[src/inc/rlu_pkg.sv]
// constants for the received signal strength limit and user pin register tail
package rlu_pkg;

  // direct register window of the transceiver interface unit
  localparam int unsigned DIRECT_ADDR_W   = 5;
  localparam int unsigned DIRECT_COUNT    = 32;
  localparam int unsigned INDIRECT_COUNT  = 32;
  localparam int unsigned TOTAL_REG_COUNT = DIRECT_COUNT + INDIRECT_COUNT;
  localparam int unsigned DATA_W          = 8;

  // direct register indices
  localparam logic [DIRECT_ADDR_W-1:0] IDX_CONFIG_INDEX = 5'h18;
  localparam logic [DIRECT_ADDR_W-1:0] IDX_CONFIG_DATA  = 5'h19;
  localparam logic [DIRECT_ADDR_W-1:0] IDX_RECEIVED_SIGNAL_STRENGTH_LIMIT   = 5'h1c;
  localparam logic [DIRECT_ADDR_W-1:0] IDX_USER_PIN     = 5'h1d;
  localparam logic [DIRECT_ADDR_W-1:0] IDX_TEST_DUMMY   = 5'h1e;
  localparam logic [DIRECT_ADDR_W-1:0] IDX_TEST_CMD     = 5'h1f;

  // indirect configuration index
  localparam int unsigned CFG_INDEX_W = 5;
  localparam logic [CFG_INDEX_W-1:0] CFG_INDEX_RESET = 5'h00;

  // received_signal_strength limit register layout
  localparam int unsigned RECEIVED_SIGNAL_STRENGTH_W          = 7;
  localparam int unsigned RECEIVED_SIGNAL_STRENGTH_FLAG_BIT   = 7;
  localparam logic [RECEIVED_SIGNAL_STRENGTH_W-1:0] RECEIVED_SIGNAL_STRENGTH_THRESHOLD_RESET = 7'h00;

  // user pin register layout
  localparam int unsigned LOW_PIN_W     = 5;
  localparam int unsigned HIGH_PIN_BIT  = 7;
  localparam logic [LOW_PIN_W-1:0] LOW_PIN_DATA_RESET  = 5'h00;
  localparam logic                 HIGH_PIN_DATA_RESET = 1'b0;

  // test command register layout
  localparam int unsigned TC_W = 7;
  localparam logic [TC_W-1:0] TC_RESET  = 7'h00;
  localparam logic [TC_W-1:0] TC_NORMAL = 7'h00;

  localparam logic [DATA_W-1:0] DATA_ZERO = 8'h00;

endpackage

[src/logic/rlu_regs.sv]
// direct register tail of the transceiver interface unit: received_signal_strength limit, user pins, test, config window
//
// What this block does
// - flag bit 7 goes to one when converted received_signal_strength is at or above the limit.
// - flag goes to zero when converted received_signal_strength is below the limit; status only.
// - seven-bit threshold resets to zero; at-or-above raises the clear channel indication.
// - pcmcia mode with high enable drives the high pin with inverted bit 7.
// - otherwise bit 7 written data has no effect on the high pin.
// - read of bit 7 always returns the inverted high pin level.
// - each low pin driven with its data bit when enabled and pcmcia strap set.
// - reads of low data bits return the pin levels regardless of enable or strap.
// - seven-bit test command resets to zero; zero means normal operation.
// - sixty-four registers in all, thirty-two reachable directly from core and host.
// - write the index register, then access the data port to reach that register.
module rlu_regs
  import rlu_pkg::*;
(
  input  wire logic                     sys_clk,              // device clock, 125 mhz
  input  wire logic                     rst,                  // synchronous reset, active high
  // direct register port from core or bus interface unit
  input  wire logic [DIRECT_ADDR_W-1:0] reg_addr,             // direct register index
  input  wire logic                     reg_wr,               // write strobe, one cycle
  input  wire logic                     reg_rd,               // read strobe, one cycle
  input  wire logic [DATA_W-1:0]        reg_wdata,            // write data
  output logic      [DATA_W-1:0]        reg_rdata,            // read data
  output logic                          reg_rd_valid,         // read data valid pulse
  // indirect configuration register bank
  output logic      [CFG_INDEX_W-1:0]   cfg_index,            // selected indirect register
  output logic                          cfg_wr,               // indirect write pulse
  output logic                          cfg_rd,               // indirect read pulse
  output logic      [DATA_W-1:0]        cfg_wdata,            // indirect write data
  input  wire logic [DATA_W-1:0]        cfg_rdata,            // indirect read data, same cycle as cfg_rd
  input  wire logic [LOW_PIN_W-1:0]     low_user_pin_enable,  // from user pin enable register
  input  wire logic                     high_user_pin_enable, // from user pin enable register
  // mode strap and user pins
  input  wire logic                     pcmcia_mode_pin,      // interface mode strap, high for pcmcia
  input  wire logic [LOW_PIN_W-1:0]     low_user_pin_in,      // low user pin levels
  output logic      [LOW_PIN_W-1:0]     low_user_pin_out,     // low user pin drive value
  output logic      [LOW_PIN_W-1:0]     low_user_pin_oe,      // low user pin drive enable
  input  wire logic                     high_user_pin_in,     // high user pin level
  output logic                          high_user_pin_out,    // high user pin drive value
  output logic                          high_user_pin_oe,     // high user pin drive enable
  // signal strength path
  input  wire logic [RECEIVED_SIGNAL_STRENGTH_W-1:0]        received_signal_strength_value,           // converted signal strength
  input  wire logic                     received_signal_strength_valid,           // new conversion result
  output logic                          cca_received_signal_strength_ind,         // at-or-above indication to cca logic
  // test command
  output logic      [TC_W-1:0]          test_command_field,   // selected test mode
  output logic                          test_normal           // high while no test mode selected
);

  function automatic logic hits(input logic [DIRECT_ADDR_W-1:0] addr,
                                input logic [DIRECT_ADDR_W-1:0] idx);
    hits = (addr == idx);
  endfunction

  // ---- synchronised pin levels ----
  logic                 pcmcia_mode;
  logic [LOW_PIN_W-1:0] low_pin_level;
  logic                 high_pin_level;

  rlu_sync #(
    .WIDTH (1)
  ) u_sync_mode (
    .sys_clk  (sys_clk),
    .rst      (rst),
    .async_in (pcmcia_mode_pin),
    .sync_out (pcmcia_mode)
  );

  rlu_sync #(
    .WIDTH (LOW_PIN_W + 1)
  ) u_sync_pins (
    .sys_clk  (sys_clk),
    .rst      (rst),
    .async_in ({high_user_pin_in, low_user_pin_in}),
    .sync_out ({high_pin_level, low_pin_level})
  );

  // ---- write decode ----
  logic wr_index;
  logic wr_data_port;
  logic wr_received_signal_strength_limit;
  logic wr_user_pin;
  logic wr_test_cmd;
  logic rd_data_port;

  // direct window only; indirect half sits behind the data port
  assign wr_index      = reg_wr && hits(reg_addr, IDX_CONFIG_INDEX);
  assign wr_data_port  = reg_wr && hits(reg_addr, IDX_CONFIG_DATA);
  assign wr_received_signal_strength_limit = reg_wr && hits(reg_addr, IDX_RECEIVED_SIGNAL_STRENGTH_LIMIT);
  assign wr_user_pin   = reg_wr && hits(reg_addr, IDX_USER_PIN);
  assign wr_test_cmd   = reg_wr && hits(reg_addr, IDX_TEST_CMD);
  assign rd_data_port  = reg_rd && hits(reg_addr, IDX_CONFIG_DATA);

  // ---- indirect configuration window ----
  always_ff @(posedge sys_clk) begin
    if (rst) begin
      cfg_index <= CFG_INDEX_RESET;
    end else if (wr_index) begin
      cfg_index <= reg_wdata[CFG_INDEX_W-1:0];
    end
  end

  // data port access forwarded to whatever index is held
  always_ff @(posedge sys_clk) begin
    if (rst) begin
      cfg_wr    <= 1'b0;
      cfg_rd    <= 1'b0;
      cfg_wdata <= DATA_ZERO;
    end else begin
      cfg_wr <= wr_data_port;
      cfg_rd <= rd_data_port;
      if (wr_data_port) begin
        cfg_wdata <= reg_wdata;
      end
    end
  end

  // ---- received_signal_strength lower limit ----
  logic [RECEIVED_SIGNAL_STRENGTH_W-1:0] received_signal_strength_threshold;
  logic              received_signal_strength_at_or_above_flag;

  rlu_received_signal_strength_cmp u_received_signal_strength_cmp (
    .sys_clk               (sys_clk),
    .rst                   (rst),
    .threshold_wr          (wr_received_signal_strength_limit),
    .threshold_wdata       (reg_wdata[RECEIVED_SIGNAL_STRENGTH_W-1:0]),
    .received_signal_strength_value            (received_signal_strength_value),
    .received_signal_strength_valid            (received_signal_strength_valid),
    .received_signal_strength_threshold        (received_signal_strength_threshold),
    .received_signal_strength_at_or_above_flag (received_signal_strength_at_or_above_flag),
    .cca_received_signal_strength_ind          (cca_received_signal_strength_ind)
  );

  // ---- user pin data ----
  logic [LOW_PIN_W-1:0] low_user_pin_data;
  logic                 high_user_pin_data;

  // reserved bits 6:5 are dropped on write
  always_ff @(posedge sys_clk) begin
    if (rst) begin
      low_user_pin_data  <= LOW_PIN_DATA_RESET;
      high_user_pin_data <= HIGH_PIN_DATA_RESET;
    end else if (wr_user_pin) begin
      low_user_pin_data  <= reg_wdata[LOW_PIN_W-1:0];
      high_user_pin_data <= reg_wdata[HIGH_PIN_BIT];
    end
  end

  logic [LOW_PIN_W-1:0] next_low_pin_oe;
  logic                 next_high_pin_oe;

  genvar p;
  generate
    for (p = 0; p < LOW_PIN_W; p++) begin : g_low_pin
      assign next_low_pin_oe[p] = low_user_pin_enable[p] && pcmcia_mode;
    end
  endgenerate

  assign next_high_pin_oe = pcmcia_mode && high_user_pin_enable;

  // pins follow the register one cycle behind a write
  always_ff @(posedge sys_clk) begin
    if (rst) begin
      low_user_pin_out <= LOW_PIN_DATA_RESET;
      low_user_pin_oe  <= '0;
    end else begin
      low_user_pin_out <= low_user_pin_data;
      low_user_pin_oe  <= next_low_pin_oe;
    end
  end

  // high pin carries the inverse of the stored bit
  always_ff @(posedge sys_clk) begin
    if (rst) begin
      high_user_pin_out <= ~HIGH_PIN_DATA_RESET;
      high_user_pin_oe  <= 1'b0;
    end else begin
      high_user_pin_out <= ~high_user_pin_data;
      high_user_pin_oe  <= next_high_pin_oe;
    end
  end

  // ---- test command ----
  always_ff @(posedge sys_clk) begin
    if (rst) begin
      test_command_field <= TC_RESET;
      test_normal        <= 1'b1;
    end else if (wr_test_cmd) begin
      // top bit discarded, held at zero by software
      test_command_field <= reg_wdata[TC_W-1:0];
      test_normal        <= (reg_wdata[TC_W-1:0] == TC_NORMAL);
    end
  end

  // ---- read path: two-cycle pipeline so data port reads line up ----
  logic                     rd_q;
  logic [DIRECT_ADDR_W-1:0] rd_addr_q;

  always_ff @(posedge sys_clk) begin
    if (rst) begin
      rd_q      <= 1'b0;
      rd_addr_q <= '0;
    end else begin
      rd_q      <= reg_rd;
      if (reg_rd) begin
        rd_addr_q <= reg_addr;
      end
    end
  end

  logic [DATA_W-1:0] rd_received_signal_strength_limit;
  logic [DATA_W-1:0] rd_user_pin;
  logic [DATA_W-1:0] rd_index;
  logic [DATA_W-1:0] rd_test_cmd;
  logic [DATA_W-1:0] next_rdata;

  assign rd_received_signal_strength_limit = {received_signal_strength_at_or_above_flag, received_signal_strength_threshold};
  // reserved bits 6:5 read as zero
  assign rd_user_pin   = {~high_pin_level, 2'b00, low_pin_level};
  assign rd_index      = {{(DATA_W-CFG_INDEX_W){1'b0}}, cfg_index};
  assign rd_test_cmd   = {1'b0, test_command_field};

  // one select per mapped index; dummy and foreign indices select nothing and read as zero
  logic sel_data_port;
  logic sel_index;
  logic sel_received_signal_strength_limit;
  logic sel_user_pin;
  logic sel_test_cmd;

  assign sel_data_port  = hits(rd_addr_q, IDX_CONFIG_DATA);
  assign sel_index      = hits(rd_addr_q, IDX_CONFIG_INDEX);
  assign sel_received_signal_strength_limit = hits(rd_addr_q, IDX_RECEIVED_SIGNAL_STRENGTH_LIMIT);
  assign sel_user_pin   = hits(rd_addr_q, IDX_USER_PIN);
  assign sel_test_cmd   = hits(rd_addr_q, IDX_TEST_CMD);

  assign next_rdata = ({DATA_W{sel_data_port}}  & cfg_rdata)     |
                      ({DATA_W{sel_index}}      & rd_index)      |
                      ({DATA_W{sel_received_signal_strength_limit}} & rd_received_signal_strength_limit) |
                      ({DATA_W{sel_user_pin}}   & rd_user_pin)   |
                      ({DATA_W{sel_test_cmd}}   & rd_test_cmd);

  always_ff @(posedge sys_clk) begin
    if (rst) begin
      reg_rdata    <= DATA_ZERO;
      reg_rd_valid <= 1'b0;
    end else begin
      reg_rd_valid <= rd_q;
      if (rd_q) begin
        reg_rdata <= next_rdata;
      end
    end
  end

endmodule

[src/logic/rlu_sync.sv]
// two flip-flop synchroniser for pin levels, one chain per bit
module rlu_sync #(
  parameter int unsigned WIDTH = 1
) (
  input  wire logic             sys_clk,  // device clock
  input  wire logic             rst,      // synchronous reset, active high
  input  wire logic [WIDTH-1:0] async_in, // level from a pin
  output logic      [WIDTH-1:0] sync_out  // level in the sys_clk domain
);

  genvar i;
  generate
    for (i = 0; i < WIDTH; i++) begin : g_bit
      logic stage1;
      always_ff @(posedge sys_clk) begin
        if (rst) begin
          stage1      <= 1'b0;
          sync_out[i] <= 1'b0;
        end else begin
          stage1      <= async_in[i];
          sync_out[i] <= stage1;
        end
      end
    end
  endgenerate

endmodule

[src/logic/rlu_received_signal_strength_cmp.sv]
// received_signal_strength lower limit threshold and at-or-above comparison
module rlu_received_signal_strength_cmp
  import rlu_pkg::*;
(
  input  wire logic              sys_clk,               // device clock
  input  wire logic              rst,                   // synchronous reset, active high
  input  wire logic              threshold_wr,          // write strobe for the threshold
  input  wire logic [RECEIVED_SIGNAL_STRENGTH_W-1:0] threshold_wdata,       // new threshold value
  input  wire logic [RECEIVED_SIGNAL_STRENGTH_W-1:0] received_signal_strength_value,            // converted signal strength
  input  wire logic              received_signal_strength_valid,            // new conversion result this cycle
  output logic      [RECEIVED_SIGNAL_STRENGTH_W-1:0] received_signal_strength_threshold,        // programmed lower limit
  output logic                   received_signal_strength_at_or_above_flag, // status flag
  output logic                   cca_received_signal_strength_ind           // indication to clear channel logic
);

  logic at_or_above;

  assign at_or_above = (received_signal_strength_value >= received_signal_strength_threshold);

  always_ff @(posedge sys_clk) begin
    if (rst) begin
      received_signal_strength_threshold <= RECEIVED_SIGNAL_STRENGTH_THRESHOLD_RESET;
    end else if (threshold_wr) begin
      received_signal_strength_threshold <= threshold_wdata;
    end
  end

  // only a new result moves the flag; a threshold change waits for it
  always_ff @(posedge sys_clk) begin
    if (rst) begin
      received_signal_strength_at_or_above_flag <= 1'b0;
      cca_received_signal_strength_ind          <= 1'b0;
    end else if (received_signal_strength_valid) begin
      received_signal_strength_at_or_above_flag <= at_or_above;
      cca_received_signal_strength_ind          <= at_or_above;
    end
  end

endmodule

[config.mk]
export PLATFORM = sky130hd
export DESIGN_NAME = rlu_regs
export DESIGN_NICKNAME = d
export VERILOG_FILES = /design/src/inc/rlu_pkg.sv /design/src/logic/rlu_regs.sv /design/src/logic/rlu_sync.sv /design/src/logic/rlu_received_signal_strength_cmp.sv
export SDC_FILE = /design/constraint.sdc
export NUM_CORES = 1
export LEC_CHECK = 0
export ABC_CLOCK_PERIOD_IN_PS = 1400
export BUFFER_PORTS_ARGS = -buffer_cell sky130_fd_sc_hd__buf_4
export CAP_MARGIN = 10
export CORE_MARGIN = 1
export CORE_UTILIZATION = 46
export CTS_CLUSTER_SIZE = 14
export DETAILED_ROUTE_END_ITERATION = 10
export GPL_TIMING_DRIVEN = 0
export PLACE_DENSITY = 0.76
export SLEW_MARGIN = 20
export SYNTH_ARGS = -nofsm -noshare
export SYNTH_HDL_FRONTEND = slang
export SYNTH_SLANG_ARGS = --single-unit
[constraint.sdc]
create_clock -name sys_clk -period 1.4 [get_ports sys_clk]
set_input_delay 0.28 -clock sys_clk [delete_from_list [all_inputs] [get_ports sys_clk]]
set_output_delay 0.28 -clock sys_clk [all_outputs]
set_load 0.05 [all_outputs]
==> reports/metrics.cfg <==
[run_status]
outcome=finished, violations left
violations=setup timing

[detailed_routing]
ant_nets=0
dr.pass1.iters=4
drc=0
drt-vias-per-instance=5.28
first_iter_violations=148
via_count=2555
wl_per_cell_um=15.8
wirelength_um=7630

[worst_setup_path]
startpoint_type=register
cp_max_fo=6
required_ns=1.65
critPathKind=reg2reg
end_kind=register
cp_data_arrival_time_ns=1.70

[clock_network]
cts_tree=done
clkSlewWorstSetupHoldPaths_ns=0.08
numCtsBuffers=9
htree_levels=3
clockBufferDepth=2
clock_latency_ns=0.34
hold_buffers=0
clock_sink_count=78
cts-root-buf=clkbuf_8

[power]
pwr-share-clk=0.401
switchingPower_w=0.00107
swShare=0.231
peakVddDrop_v=0.000915
seqPwrFrac=0.500
p_leak_nw=1.66
p_int_w=0.00356
p_per_area_mw_per_mm2=1120
combPwrFrac=0.098

[timing]
tns_ns=-0.108
final-hold-violation-count=0
timing.final.ws_setup_ns=-0.0455
period_needed_ns=1.45
tightest_slew_ns=0.566
setup_viol=5
relSlewSlack=0.622
clock.fmax_ghz=0.692
finalMaxSlewViolations=0
fin_worst_skew_ns=0.00808
rsz0062_at_grt=yes
fin_crit_sh=1.03
holdWs_ns=0.137

[global_route]
grt_pass1_wl_um=11700
grt_max_degree=13
overflow=0
grt_pass1_vias=2420
antenna_found_initial=0
track_usage=0.236

[logic_synthesis]
syn-cell-area_mm2=0.00300
synth_nets=354
synthCells=301
ys_ff_latch=78
ys_types=34
ys_seq_area_frac=0.521
avgSynthCellArea_um2=9.96
yosysWarnings=0

[cells_and_area]
drive_above_1_share=0.349
seq_area_mm2=0.00157
n_fill_cell=536
fin_util=0.654
nNetsFinal=456
fin_area_mm2=0.00413
syn2layout_area_growth_pct=37.7
num_antenna_cells=0
multi_input_area_mm2=0.00146

[floorplanning]
start_util=0.475
die_w_um=82.7
ioPinCount=91
core_mm2=0.00631
die_area_mm2=0.00684
dieHeight_um=82.7
rows=29

[place]
dp_hpwl_um=5380
port_buffers=88
dp_slack_ns=-0.365
placed_area_mm2=0.00375
gp_congestion=0.851

[min_path]
hp-class=in2reg

[flow_run]
maxCapViolCount=0

==> what timing repair did <==
| item | in CTS | in global routing |
|---|---|---|
| pin swaps | 9 | 9 |
| resized for setup | 28 | 4 |
| setup endpoints to repair | 8 | 9 |
| setup buffers | 3 | 1 |
==> final timing paths <==
check	startpoint	to	slack (ns)	cells after the start
setup / recovery	rd_addr_q[0]	reg_rdata[3]	-0.05	5
hold / removal	low_user_pin_enable[1]	low_user_pin_oe[1]	0.14	2
setup reg to reg	rd_addr_q[0]	reg_rdata[3]	-0.05	5
hold reg to reg	high_user_pin_data	high_user_pin_out	0.41	1
==> synth_stat cells <==
library cell | n | area share
a2111oi_0 | 1 | 0.0029
a21oi_1 | 10 | 0.017
a221oi_1 | 4 | 0.012
a22oi_1 | 6 | 0.015
a311o_1 | 1 | 0.0033
a311oi_1 | 7 | 0.020
and2_1 | 8 | 0.017
and3_1 | 5 | 0.010
and4_1 | 1 | 0.0029
buf_2 | 2 | 0.0033
clkbuf_1 | 12 | 0.015
dfxtp_1 | 78 | 0.52
ha_1 | 7 | 0.029
inv_1 | 9 | 0.011
mux2i_1 | 33 | 0.11
nand2_1 | 13 | 0.016
nand2_2 | 2 | 0.0042
nand2b_1 | 3 | 0.0063
nand3_1 | 2 | 0.0033
nand3b_1 | 2 | 0.0050
nand4b_1 | 1 | 0.0029
nand4b_4 | 1 | 0.0079
nor2_1 | 45 | 0.056
nor2_2 | 2 | 0.0042
nor2b_1 | 25 | 0.052
nor3_1 | 4 | 0.0067
nor3_2 | 1 | 0.0033
nor3_4 | 1 | 0.0054
nor4_1 | 3 | 0.0063
nor4_4 | 1 | 0.0071
o211ai_1 | 1 | 0.0025
o21ai_0 | 8 | 0.013
o21ba_2 | 1 | 0.0033
o31a_1 | 1 | 0.0029
==> cells in the final DEF, fill, tap and decap left out, types with 10 or more instances in the layout <==
| cell type | n |
|---|---|
| a21oi_1 | 10 |
| nor2_1 | 43 |
| mux2i_1 | 33 |
| clkbuf_8 | 11 |
| dfxtp_1 | 72 |
| nor2b_1 | 25 |
| buf_4 | 93 |
| clkbuf_1 | 10 |
| nand2_1 | 12 |
==> worst max-delay path: stages, from the launching register on <==
cell and delay [ns]:
dfxtp_2 0.36, nand3b_1 0.25, buf_4 0.21, nor2_4 0.16
a22oi_1 0.10, a311oi_1 0.28
==> kinds of logic after synthesis <==
group           synth area share
fa+ha+maj                 0.0292
compound gates            0.0923
mux                        0.110
buf+inv                   0.0296
flops                      0.521
simple gates               0.218
==> through the flow <==
step	total power, W	std cells
after floorplan	0.00258	301
after global placement	0.00278	466
after detailed placement	0.00279	466
after CTS	0.00465	484
after global routing	0.00479	484
final	0.00462	484
==> power groups by stage <==
| stage | sequential (W) | clock (W) | combinational [W] |
|---|---|---|---|
| after detailed placement | 0.00235 | 0 | 0.000434 |
| after CTS | 0.00231 | 0.00189 | 0.000451 |
| final | 0.00231 | 0.00186 | 0.000453 |
| after global routing | 0.00232 | 0.00198 | 0.000486 |
| after floorplan | 0.00243 | 0 | 0.000150 |
| after global placement | 0.00235 | 0 | 0.000427 |
==> routing by layer <==
metal	up-vias	wire (um)	share of wire	global-route usage
met4	0	106	0.014	0.0776
met1	1199	3240	0.42	0.294
li1	1244	-	-	-
met3	13	556	0.073	0.0560
met2	99	3730	0.49	0.399
met5	-	0	0	0
==> layout make-up <==
class,count,share of cell area
clock inverter,3,0.0164
clock buffer,12,0.0376
timing repair buffer,92,0.167
multi-input combinational,200,0.353
tap,77,0.0233
buffer,13,0.0136
inverter,9,0.00818
sequential,78,0.380
Note: power is estimated with default switching activity, not from simulation.
